--- src/motor_start_consts.svh ---
`ifndef MOTOR_START_CONSTS_SVH
`define MOTOR_START_CONSTS_SVH
// Clock rate
`define CLK_HZ 50000000
`define CLK_KHZ 50000
// Brake timeout in ms and derived cycles
`define BRAKE_TIME_MS 5000
`define BRAKE_CYCLES (`BRAKE_TIME_MS * `CLK_KHZ)
// Longest align time in ms and derived cycles
`define ALIGN_TIME_MS 670
`define ALIGN_CYCLES (`ALIGN_TIME_MS * `CLK_KHZ)
// Stationary threshold in Hz; a longer period than this means stopped
`define STILL_FREQ_HZ 10
`define STILL_CYCLES (`CLK_HZ / `STILL_FREQ_HZ)
// Lock-off delay in ms and derived cycles
`define LOCKOFF_TIME_MS 5000
`define LOCKOFF_CYCLES (`LOCKOFF_TIME_MS * `CLK_KHZ)
// Align current slew in mA per second, cycles per 1 mA step
`define ALIGN_SLEW_MA_PER_S 12000
`define ALIGN_STEP_CYCLES (`CLK_HZ / `ALIGN_SLEW_MA_PER_S)
// Open-loop ramp update tick of 1 ms
`define RAMP_TICK_CYCLES `CLK_KHZ
// Current ceiling step, top-code cap while aligning, in mA
`define ILIM_STEP_MA 11'h0c8
`define ILIM_ALIGN_CAP_MA 11'h5dc
`define ILIM_TOP_CODE 3'h7
// Synchroniser vector bit positions
`define SY_PHU 0
`define SY_SC 1
`define SY_TRIP 2
`define SY_REL 3
`define SY_UVR 4
`define SY_UVF 5
`define SY_LPR 6
`define SY_W 7
`endif

--- src/motor_start_pkg.sv ---
package motor_start_pkg;
	typedef enum logic [3:0] {
		ST_LOW_POWER,
		ST_SPEED_DETECT,
		ST_BRAKE,
		ST_ALIGN,
		ST_OPEN_LOOP,
		ST_COAST,
		ST_CLOSED_LOOP,
		ST_SPIN_DOWN,
		ST_LOCK_OFF,
		ST_FAULT_OFF
	} seq_state_e;
endpackage

--- src/motor_start_protect.sv ---
// Behaviour
// Closed loop: lock if a commutation period is under half the previous one.
// Lock if calculated BEMF exceeds 1.5x phase U voltage for a whole electrical period.
// Soft current limit only in closed loop; it never faults nor stops drive.
// Voltage cap is ceiling times resistance plus speed times BEMF constant.
// Ceiling code gives 200..1600 mA in 200 mA steps; top is 1500 aligning.
// Short-circuit indication sends all phases to high impedance at once.
// After short circuit clears, rerun initialization and restart the motor.
// Over-temperature stops the motor until the release indication shows it cooled.
// Run only after supply passes the rising level; stop below falling level.
// On leaving low power check spin; under 10 Hz means stationary.
// If spinning, brake until stationary or 5 s timeout, whichever first.
// Align drives V and W equally for run current on U, at most 0.67 s.
// Align current ramps gradually at about 12 A/s.
// Open loop starts after stationary and align; ramps rate without position feedback.
// Ramp code selects open-loop linear and quadratic acceleration terms.
// Ramp code selects closed-loop acceleration and deceleration times.
// Any lock: phases high impedance, wait lock-off delay, then restart.
// At handoff BEMF coast one electrical cycle, then enter closed loop.
// Spin-down mirrors phase U comparator on feedback; under 10 Hz low power, output high.
// One sequencer; undervoltage, thermal and short circuit override every state.
`timescale 1ns/100ps
`default_nettype none
`include "motor_start_consts.svh"
module sensorless_motor_start_protect #(
	parameter int unsigned BRAKE_CYC = `BRAKE_CYCLES,
	parameter int unsigned ALIGN_CYC = `ALIGN_CYCLES,
	parameter int unsigned STILL_CYC = `STILL_CYCLES,
	parameter int unsigned LOCKOFF_CYC = `LOCKOFF_CYCLES,
	parameter int unsigned ALIGN_STEP_CYC = `ALIGN_STEP_CYCLES,
	parameter int unsigned RAMP_TICK_CYC = `RAMP_TICK_CYCLES
) (
	input wire logic mclk_i, // System clock
	input wire logic sys_rst_i, // Synchronous reset, high
	input wire logic phase_u_cmp_i, // Phase U comparator, async
	input wire logic short_circuit_i, // Phase current over threshold, async
	input wire logic thermal_trip_i, // Junction above trip level, async
	input wire logic thermal_release_i, // Below trip minus hysteresis, async
	input wire logic supply_above_rise_i, // Supply above fall level plus hysteresis, async
	input wire logic supply_below_fall_i, // Supply below fall level, async
	input wire logic low_power_req_i, // Speed command asks for low power, async
	input wire logic [3:0] ramp_profile_select_i, // Acceleration profile code
	input wire logic [2:0] ilim_select_i, // Current ceiling code
	input wire logic [10:0] run_current_i, // Closed-loop run current, mA
	input wire logic [15:0] winding_resistance_i, // Measured resistance, mOhm
	input wire logic [15:0] bemf_constant_i, // Measured constant, uV/Hz
	input wire logic [15:0] speed_i, // Electrical speed, Hz
	input wire logic [31:0] bemf_calc_i, // Calculated BEMF, uV
	input wire logic [31:0] phase_u_volt_i, // Applied phase U voltage, uV
	input wire logic [31:0] duty_volt_i, // Commanded phase voltage, uV
	input wire logic comm_event_i, // Closed-loop commutation pulse
	input wire logic elec_period_i, // Electrical period end pulse
	input wire logic handoff_reached_i, // Open-loop BEMF at handoff level
	output motor_start_pkg::seq_state_e state_o, // Sequencer state
	output logic phase_hiz_o, // All phases high impedance
	output logic brake_o, // Brake the rotor
	output logic align_vw_equal_o, // Drive V and W equally
	output logic [10:0] align_current_o, // Align current target, mA
	output logic [10:0] ilim_ma_o, // Current ceiling, mA
	output logic [31:0] drive_volt_o, // Phase U drive voltage, uV
	output logic soft_limit_hit_o, // Soft limit capping drive
	output logic [31:0] ol_rate_o, // Open-loop commutation rate, 1e-5 Hz
	output logic [12:0] ol_accel_lin_o, // Linear term, 0.01 Hz/s
	output logic [11:0] ol_accel_quad_o, // Quadratic term, 0.01 Hz/s^2
	output logic [7:0] cl_accel_time_o, // Closed-loop accel time, 0.1 s
	output logic [8:0] cl_decel_time_o, // Closed-loop decel time, 0.1 s
	output logic speed_feedback_output_o, // Speed feedback pin level
	output logic lock_o // One-cycle lock detection pulse
);
	import motor_start_pkg::*;

	// ************************************************************
	// Decode functions
	// ************************************************************
	// Linear open-loop term per ramp code, 0.01 Hz/s
	function automatic logic [12:0] lin_term(input logic [3:0] c);
		case (c)
			4'h0, 4'hf: lin_term = 13'h01cc;
			4'h1, 4'he: lin_term = 13'h0398;
			4'h2, 4'hd: lin_term = 13'h05dc;
			4'h3, 4'h4, 4'hb, 4'hc: lin_term = 13'h09c4;
			4'h5, 4'ha: lin_term = 13'h0dac;
			4'h6, 4'h9: lin_term = 13'h1388;
			default: lin_term = 13'h1d4c;
		endcase
	endfunction

	// Quadratic open-loop term per ramp code, 0.01 Hz/s^2
	function automatic logic [11:0] quad_term(input logic [3:0] c);
		case (c)
			4'h0, 4'hf: quad_term = 12'h016;
			4'h1, 4'h2, 4'hd, 4'he: quad_term = 12'h0a5;
			4'h3, 4'hc: quad_term = 12'h14a;
			4'h4, 4'h5, 4'ha, 4'hb: quad_term = 12'h2bc;
			4'h6, 4'h9: quad_term = 12'h578;
			default: quad_term = 12'ha8c;
		endcase
	endfunction

	// Closed-loop full-scale acceleration time, 0.1 s
	function automatic logic [7:0] acc_time(input logic [3:0] c);
		case (c)
			4'h0, 4'h1: acc_time = 8'h1b;
			4'h2, 4'h3: acc_time = 8'h0a;
			4'h4, 4'h5, 4'h6, 4'h7: acc_time = 8'h02;
			4'h8, 4'hc: acc_time = 8'h36;
			4'h9, 4'hd: acc_time = 8'h50;
			4'ha, 4'he: acc_time = 8'h6e;
			default: acc_time = 8'hdc;
		endcase
	endfunction

	// Closed-loop full-scale deceleration time, 0.1 s
	function automatic logic [8:0] dec_time(input logic [3:0] c);
		case (c)
			4'h0, 4'h4, 4'hb, 4'hf: dec_time = 9'h1b8;
			4'h3, 4'h7, 4'h8, 4'hc: dec_time = 9'h06e;
			default: dec_time = 9'h0dc;
		endcase
	endfunction

	// ************************************************************
	// Input synchronisers
	// ************************************************************
	logic [`SY_W-1:0] sync_a_r;
	logic [`SY_W-1:0] sync_b_r;
	logic phu_prev_r;
	// Two flops for every pin-side input
	always_ff @(posedge mclk_i) begin
		sync_a_r <= {low_power_req_i, supply_below_fall_i, supply_above_rise_i,
			thermal_release_i, thermal_trip_i, short_circuit_i, phase_u_cmp_i};
		sync_b_r <= sync_a_r;
		phu_prev_r <= sync_b_r[`SY_PHU];
	end

	wire logic phu_rise = sync_b_r[`SY_PHU] & ~phu_prev_r;
	wire logic sc_now = sync_b_r[`SY_SC];

	// ************************************************************
	// Protection flags
	// ************************************************************
	logic supply_ok_r;
	logic hot_r;
	// Undervoltage hysteresis: falling level wins over rising
	always_ff @(posedge mclk_i) begin
		if (sys_rst_i) begin
			supply_ok_r <= 1'b0;
		end else if (sync_b_r[`SY_UVF]) begin
			supply_ok_r <= 1'b0;
		end else if (sync_b_r[`SY_UVR]) begin
			supply_ok_r <= 1'b1;
		end
	end

	// Thermal latch: trip sets, qualified release clears
	always_ff @(posedge mclk_i) begin
		if (sys_rst_i) begin
			hot_r <= 1'b0;
		end else if (sync_b_r[`SY_TRIP]) begin
			hot_r <= 1'b1;
		end else if (sync_b_r[`SY_REL]) begin
			hot_r <= 1'b0;
		end
	end

	wire logic fault_now = sc_now | hot_r | ~supply_ok_r;

	// ************************************************************
	// Rotor speed sensing on phase U edges
	// ************************************************************
	logic [27:0] edge_cnt_r;
	logic still_r;
	logic spin_edge_r;
	// Period between rising edges; too long means stationary
	always_ff @(posedge mclk_i) begin
		if (sys_rst_i) begin
			edge_cnt_r <= '0;
			still_r <= 1'b1;
			spin_edge_r <= 1'b0;
		end else begin
			spin_edge_r <= phu_rise && (edge_cnt_r < 28'(STILL_CYC));
			if (phu_rise) begin
				edge_cnt_r <= '0;
				still_r <= (edge_cnt_r >= 28'(STILL_CYC));
			end else if (edge_cnt_r >= 28'(STILL_CYC)) begin
				still_r <= 1'b1;
			end else begin
				edge_cnt_r <= edge_cnt_r + 28'h1;
			end
		end
	end

	// ************************************************************
	// Sequencer
	// ************************************************************
	seq_state_e state_r;
	logic [27:0] tmr_r;
	logic lock_req;
	wire logic tmr_zero = (tmr_r == 28'h0);

	// Single state machine; faults override every state
	always_ff @(posedge mclk_i) begin
		if (sys_rst_i) begin
			state_r <= ST_FAULT_OFF;
			tmr_r <= '0;
		end else if (fault_now) begin
			state_r <= ST_FAULT_OFF;
		end else begin
			if (!tmr_zero) begin
				tmr_r <= tmr_r - 28'h1;
			end
			unique case (state_r)
				ST_FAULT_OFF: begin
					state_r <= ST_SPEED_DETECT;
				end
				ST_LOW_POWER: begin
					if (!sync_b_r[`SY_LPR]) begin
						state_r <= ST_SPEED_DETECT;
					end
				end
				ST_SPEED_DETECT: begin
					tmr_r <= 28'(BRAKE_CYC);
					if (spin_edge_r) begin
						state_r <= ST_BRAKE;
					end else if (still_r) begin
						state_r <= ST_ALIGN;
						tmr_r <= 28'(ALIGN_CYC);
					end
				end
				ST_BRAKE: begin
					if (still_r || tmr_zero) begin
						state_r <= ST_ALIGN;
						tmr_r <= 28'(ALIGN_CYC);
					end
				end
				ST_ALIGN: begin
					if (tmr_zero) begin
						state_r <= ST_OPEN_LOOP;
					end
				end
				ST_OPEN_LOOP: begin
					if (handoff_reached_i) begin
						state_r <= ST_COAST;
					end
				end
				ST_COAST: begin
					if (elec_period_i) begin
						state_r <= ST_CLOSED_LOOP;
					end
				end
				ST_CLOSED_LOOP: begin
					if (lock_req) begin
						state_r <= ST_LOCK_OFF;
						tmr_r <= 28'(LOCKOFF_CYC);
					end else if (sync_b_r[`SY_LPR]) begin
						state_r <= ST_SPIN_DOWN;
					end
				end
				ST_SPIN_DOWN: begin
					if (still_r) begin
						state_r <= ST_LOW_POWER;
					end
				end
				ST_LOCK_OFF: begin
					if (tmr_zero) begin
						state_r <= ST_SPEED_DETECT;
					end
				end
			endcase
		end
	end

	// ************************************************************
	// Lock detectors
	// ************************************************************
	logic [31:0] cp_cnt_r;
	logic [31:0] cp_prev_r;
	logic cp_valid_r;
	logic bemf_high_r;
	wire logic in_cl = (state_r == ST_CLOSED_LOOP);
	wire logic bemf_over = ({1'b0, bemf_calc_i, 1'b0} > ({2'b00, phase_u_volt_i} +
		{1'b0, phase_u_volt_i, 1'b0}));
	wire logic cl_abn = comm_event_i && cp_valid_r && ({cp_cnt_r, 1'b0} < {1'b0, cp_prev_r});
	wire logic spd_abn = elec_period_i && bemf_high_r;
	assign lock_req = in_cl && (cl_abn || spd_abn);

	// Commutation period compare against the previous period
	always_ff @(posedge mclk_i) begin
		if (sys_rst_i || !in_cl) begin
			cp_cnt_r <= '0;
			cp_prev_r <= '0;
			cp_valid_r <= 1'b0;
		end else if (comm_event_i) begin
			cp_prev_r <= cp_cnt_r;
			cp_cnt_r <= '0;
			cp_valid_r <= 1'b1;
		end else if (cp_cnt_r != 32'hffffffff) begin
			cp_cnt_r <= cp_cnt_r + 32'h1;
		end
	end

	// BEMF over 1.5x phase U for the whole period since last period end
	always_ff @(posedge mclk_i) begin
		if (sys_rst_i || !in_cl) begin
			bemf_high_r <= 1'b0;
		end else if (elec_period_i) begin
			bemf_high_r <= bemf_over;
		end else if (!bemf_over) begin
			bemf_high_r <= 1'b0;
		end
	end

	// Lock pulse
	always_ff @(posedge mclk_i) begin
		if (sys_rst_i) begin
			lock_o <= 1'b0;
		end else begin
			lock_o <= lock_req && !fault_now;
		end
	end

	// ************************************************************
	// Current ceiling and soft limit
	// ************************************************************
	wire logic aligning = (state_r == ST_ALIGN);
	wire logic [10:0] ilim_now = (aligning && ilim_select_i == `ILIM_TOP_CODE) ?
		`ILIM_ALIGN_CAP_MA : 11'(({8'h00, ilim_select_i} + 11'h1) * `ILIM_STEP_MA);
	wire logic [32:0] vcap = ({22'h0, ilim_now} * {17'h0, winding_resistance_i}) +
		({17'h0, speed_i} * {17'h0, bemf_constant_i});
	wire logic capped = in_cl && ({1'b0, duty_volt_i} > vcap);

	// Registered ceiling and drive voltage
	always_ff @(posedge mclk_i) begin
		if (sys_rst_i) begin
			ilim_ma_o <= '0;
			drive_volt_o <= '0;
			soft_limit_hit_o <= 1'b0;
		end else begin
			ilim_ma_o <= ilim_now;
			soft_limit_hit_o <= capped;
			drive_volt_o <= capped ? vcap[31:0] : duty_volt_i;
		end
	end

	// ************************************************************
	// Align current ramp
	// ************************************************************
	logic [12:0] step_cnt_r;
	// 1 mA steps towards the run current
	always_ff @(posedge mclk_i) begin
		if (sys_rst_i || !aligning) begin
			step_cnt_r <= '0;
			align_current_o <= '0;
		end else if (step_cnt_r >= 13'(ALIGN_STEP_CYC - 1)) begin
			step_cnt_r <= '0;
			if (align_current_o < run_current_i) begin
				align_current_o <= align_current_o + 11'h1;
			end else if (align_current_o > run_current_i) begin
				align_current_o <= align_current_o - 11'h1;
			end
		end else begin
			step_cnt_r <= step_cnt_r + 13'h1;
		end
	end

	// ************************************************************
	// Open-loop rate ramp
	// ************************************************************
	logic [15:0] tick_cnt_r;
	logic [31:0] quad_acc_r;
	wire logic ol = (state_r == ST_OPEN_LOOP);
	// Every 1 ms add linear plus growing quadratic term; no position used
	always_ff @(posedge mclk_i) begin
		if (sys_rst_i || !ol) begin
			tick_cnt_r <= '0;
			quad_acc_r <= '0;
			ol_rate_o <= '0;
		end else if (tick_cnt_r >= 16'(RAMP_TICK_CYC - 1)) begin
			tick_cnt_r <= '0;
			quad_acc_r <= quad_acc_r + {20'h0, ol_accel_quad_o};
			ol_rate_o <= ol_rate_o + {19'h0, ol_accel_lin_o} + {10'h0, quad_acc_r[31:10]};
		end else begin
			tick_cnt_r <= tick_cnt_r + 16'h1;
		end
	end

	// Profile decode, registered
	always_ff @(posedge mclk_i) begin
		if (sys_rst_i) begin
			ol_accel_lin_o <= '0;
			ol_accel_quad_o <= '0;
			cl_accel_time_o <= '0;
			cl_decel_time_o <= '0;
		end else begin
			ol_accel_lin_o <= lin_term(ramp_profile_select_i);
			ol_accel_quad_o <= quad_term(ramp_profile_select_i);
			cl_accel_time_o <= acc_time(ramp_profile_select_i);
			cl_decel_time_o <= dec_time(ramp_profile_select_i);
		end
	end

	// ************************************************************
	// Phase drive and feedback outputs
	// ************************************************************
	always_ff @(posedge mclk_i) begin
		if (sys_rst_i) begin
			state_o <= ST_FAULT_OFF;
			phase_hiz_o <= 1'b1;
			brake_o <= 1'b0;
			align_vw_equal_o <= 1'b0;
			speed_feedback_output_o <= 1'b1;
		end else begin
			state_o <= state_r;
			phase_hiz_o <= fault_now || lock_req || (state_r inside {ST_FAULT_OFF,
				ST_LOCK_OFF, ST_LOW_POWER, ST_SPEED_DETECT, ST_COAST, ST_SPIN_DOWN});
			brake_o <= !fault_now && (state_r == ST_BRAKE);
			align_vw_equal_o <= !fault_now && aligning;
			speed_feedback_output_o <= (state_r == ST_LOW_POWER) ? 1'b1 : sync_b_r[`SY_PHU];
		end
	end
endmodule
`default_nettype wire

--- config.mk ---
export PLATFORM = sky130hd
export DESIGN_NAME = sensorless_motor_start_protect
export DESIGN_NICKNAME = d
export VERILOG_FILES = /design/src/motor_start_pkg.sv /design/src/motor_start_protect.sv
export VERILOG_INCLUDE_DIRS = /design/src
export SDC_FILE = /design/constraint.sdc
export NUM_CORES = 2
export LEC_CHECK = 0
export BUFFER_PORTS_ARGS = -buffer_cell sky130_fd_sc_hd__buf_2
export CAP_MARGIN = 10
export CORE_MARGIN = 1
export CORE_UTILIZATION = 30
export DETAILED_ROUTE_END_ITERATION = 10
export PLACE_DENSITY = 0.48
export SLEW_MARGIN = 25
export SYNTH_ARGS = -nofsm -noshare
export SYNTH_HDL_FRONTEND = slang
export SYNTH_SLANG_ARGS = --single-unit
--- constraint.sdc ---
create_clock -name mclk_i -period 12.8 [get_ports mclk_i]
set_input_delay 3.84 -clock mclk_i [delete_from_list [all_inputs] [get_ports mclk_i]]
set_output_delay 3.84 -clock mclk_i [all_outputs]
set_load 0.01 [all_outputs]
==> results.md <==
* Outcome: complete, no violations
* Hold Crit Depth at 0
* Hold Path Sink: sync_b_r[1]
* Starting density of the core at 30.3%
* #FFs+latches synth at 334
* Core Footprint at 109000 sq um
* Die area at 111000 sq um
* Reg2reg start: state_r[0]
* Max incr delay on CP at 0.57 ns
* EDFF count, synth at 0
* Die W at 333 um
* Maximum capacitance violations at 0
* Worst hold margin at 0.329 ns
* Final core occ at 35.3%
* DRT iter0 DRCs at 1538
* Worst Path Max Fanout at 12
* CP endpoint kind: flop
* Hold path start: sync_a_r[1]
* Total Routing Usage GR at 16.8%
* Tcrit/Tclk final at 97.4%
* Boundary pin count at 312
* Via/cell ratio at 4.79
* WP data required at 13.23 ns
* Post-DP HPWL at 76400 um
* Fin nets at 5038
* Filler cells at 11.4k
* Antenna Violating Nets Remaining at 0
* Post-synth top cells: inv_1, nand2_1, ha_1
* Synth-to-layout area growth at 16.6%
* Register area share after synthesis at 20.3%
* Num rows at 121
* CP Data Arrival Time at 12.90 ns
* Synthesized cell area at 32900 sq um
* Largest cells by area after synthesis: fa_1, dfxtp_1, ha_1
* Fin. Hold Viols at 0
* CP max stage cell: fa_1
* Top FF cell, synth: dfxtp_1
* DRT Pass-1 Iters at 5
* Die height at 333 um
* Period minus WS final at 12.47 ns
* Top cell by count, worst path: fa_1
* Port-buffer cells at 306
* Critical path class: input pin to flop
* Global route overflow at 0
* Wirelength per Cell at 16.7 um
* R2R depth at 36
* Mean Syn Cell Area at 8.67 sq um
* Drt drc at 0
* Synth unique cells at 88
* Yosys top cell area share at 21.6%
* Yosys warning count at 0
* Fin cells at 5586
* H-tree Lvls at 2
* Initial antenna violation count at 17
* CTS tree: yes
* Final wirelength at 93300 um
* Root Buffer: clkbuf_16
* CTS clk-pin slew, worst paths at 0.06 ns
* Clk_skew at 0.0289 ns
* Number of global-route vias before repair at 27.2k
* Layout cells sized above 1 at 13.7%
* Final Max Tran Viols at 0
* Slew Limit Headroom at 36.1%
* Cells after synthesis at 3799
* Hold Crit Class: flop to flop
* Final setup viols at 0
* Worst skew pair latency at 0.57 ns
* Worst-Margin Slew at 0.955 ns
* Worst reg2reg endpoint: drive_volt_o[2]
* Via count at 26.8k
* Fmax at 80.2 MHz
* Count leader, synth: inv_1
* First-pass GRT wire length at 150000 um
* CP Launch Type: input pin
* Total CTS buffers at 38
* Placed cell count at 5499
* Maximum buffer depth of the clock tree at 3
* Clock Sink Count at 334
* GPL Wtd Cong at 0.856
* Area leader, netlist: fa_1
* Async SR Flop Fraction at 0%
* Register-to-Register Setup Slack at 2.72 ns
* Largest net degree at the start of global routing at 63
flip-flops by register name, summed over array words and instances, names as in the netlist, 6 cells and up:
register	flops
drive_volt_o	32
ilim_ma_o	9
edge_cnt_r	28
sync_a_r	7
cl_accel_time_o	8
quad_acc_r	32
step_cnt_r	13
ol_accel_lin_o	10
sync_b_r	7
cp_cnt_r	32
cp_prev_r	32
ol_accel_quad_o	10
cl_decel_time_o	6
tmr_r	28
tick_cnt_r	16
ol_rate_o	32
align_current_o	11
metal layers:
metal | routed length, um | global-route usage [%] | up-vias
li1 | - | - | 13100
met1 | 45600 | 23.7 | 13000
met2 | 40500 | 26.5 | 524
met3 | 5600 | 3.42 | 97
met4 | 1460 | 3.20 | 18
met5 | 118 | 0 | -
cells by family (layout without fill, tap and decap cells):
group	Yosys count	in the layout	synth area share [%]
AOI/OAI and AO/OA	546	546	10.6
xor gates and xnor gates	188	188	5.00
adders and majority gates	725	725	35.6
buffers and inverters	660	1023	7.75
DFF	334	334	20.3
muxes	54	54	1.69
other	1	11	0.0114
and+or+nand+nor	1291	1291	19.0
worst max path at each step:
stage / startpoint / to / slack (ns)
3_5_place_dp: ilim_select_i[0] / drive_volt_o[11] / -0.53
3_3_place_gp: ilim_select_i[0] / drive_volt_o[5] / -0.41
4_1_cts: ilim_select_i[0] / drive_volt_o[11] / 0.04
2_1_floorplan: ilim_select_i[0] / drive_volt_o[1] / 0.01
5_1_grt: ilim_select_i[0] / drive_volt_o[10] / -0.08
6_report: ilim_select_i[0] / drive_volt_o[2] / 0.33
stage by stage:
step | setup slack [ns] | cell area [sq um] | setup TNS (ns)
floorplan | 0.0144 | 33000 | 0
global placement | -0.409 | 36700 | -11.61
detailed placement | -0.532 | 36700 | -14.66
CTS | 0.0441 | 37900 | 0
global route | -0.0755 | 38400 | -0.662
finish | 0.327 | 38400 | 0
worst max-delay path, delay by kind of cell:
| family | cells | cell delay, ns |
|---|---|---|
| compound gates | 9 | 1.81 |
| xor+xnor | 2 | 0.34 |
| simple gates | 6 | 1.08 |
| fa+ha+maj | 12 | 4.80 |
| buf+inv | 7 | 0.78 |
| mux | 1 | 0.21 |
cells in the final DEF, fill, tap and decap left out, types with 16 or more instances in the layout:
| cell type | instances |
|---|---|
| mux2i_1 | 52 |
| and3_1 | 80 |
| a21o_1 | 85 |
| a21oi_1 | 188 |
| or3_1 | 38 |
| fa_1 | 353 |
| nand2_1 | 404 |
| nand4_1 | 51 |
| o21ai_0 | 88 |
| or2_1 | 16 |
| nor2_1 | 287 |
| ha_1 | 362 |
| xor2_1 | 102 |
| o21bai_1 | 17 |
| buf_2 | 305 |
| nor4_1 | 18 |
| inv_1 | 515 |
| buf_4 | 116 |
| and2_1 | 137 |
| nand2b_1 | 16 |
| nor2b_1 | 52 |
| nor3_1 | 49 |
| nand3_1 | 72 |
| a31oi_1 | 25 |
| xnor2_1 | 80 |
| clkbuf_16 | 39 |
| a211oi_1 | 17 |
| dfxtp_1 | 334 |
area by class of cell:
type	instances	area [sq um]	share of cell area (%)
Antenna cell	5	12.5	0.0326
Clock buffer	52	1050	2.74
Clock inverter	16	210	0.548
Inverter	519	1950	5.07
Multi-Input combinational cell	2810	24000	62.6
Sequential cell	334	6690	17.4
Tap cell	1414	1770	4.61
Timing Repair Buffer	436	2680	6.98
timing repair:
action,CTS,global route
endpoints found under the setup margin,0,33
hold buffers,0,0
gates resized for setup,0,59
buffers inserted,0,13
Power is not shown: default switching activity piles up to over one toggle a cycle in this logic, so the estimate is an artifact.
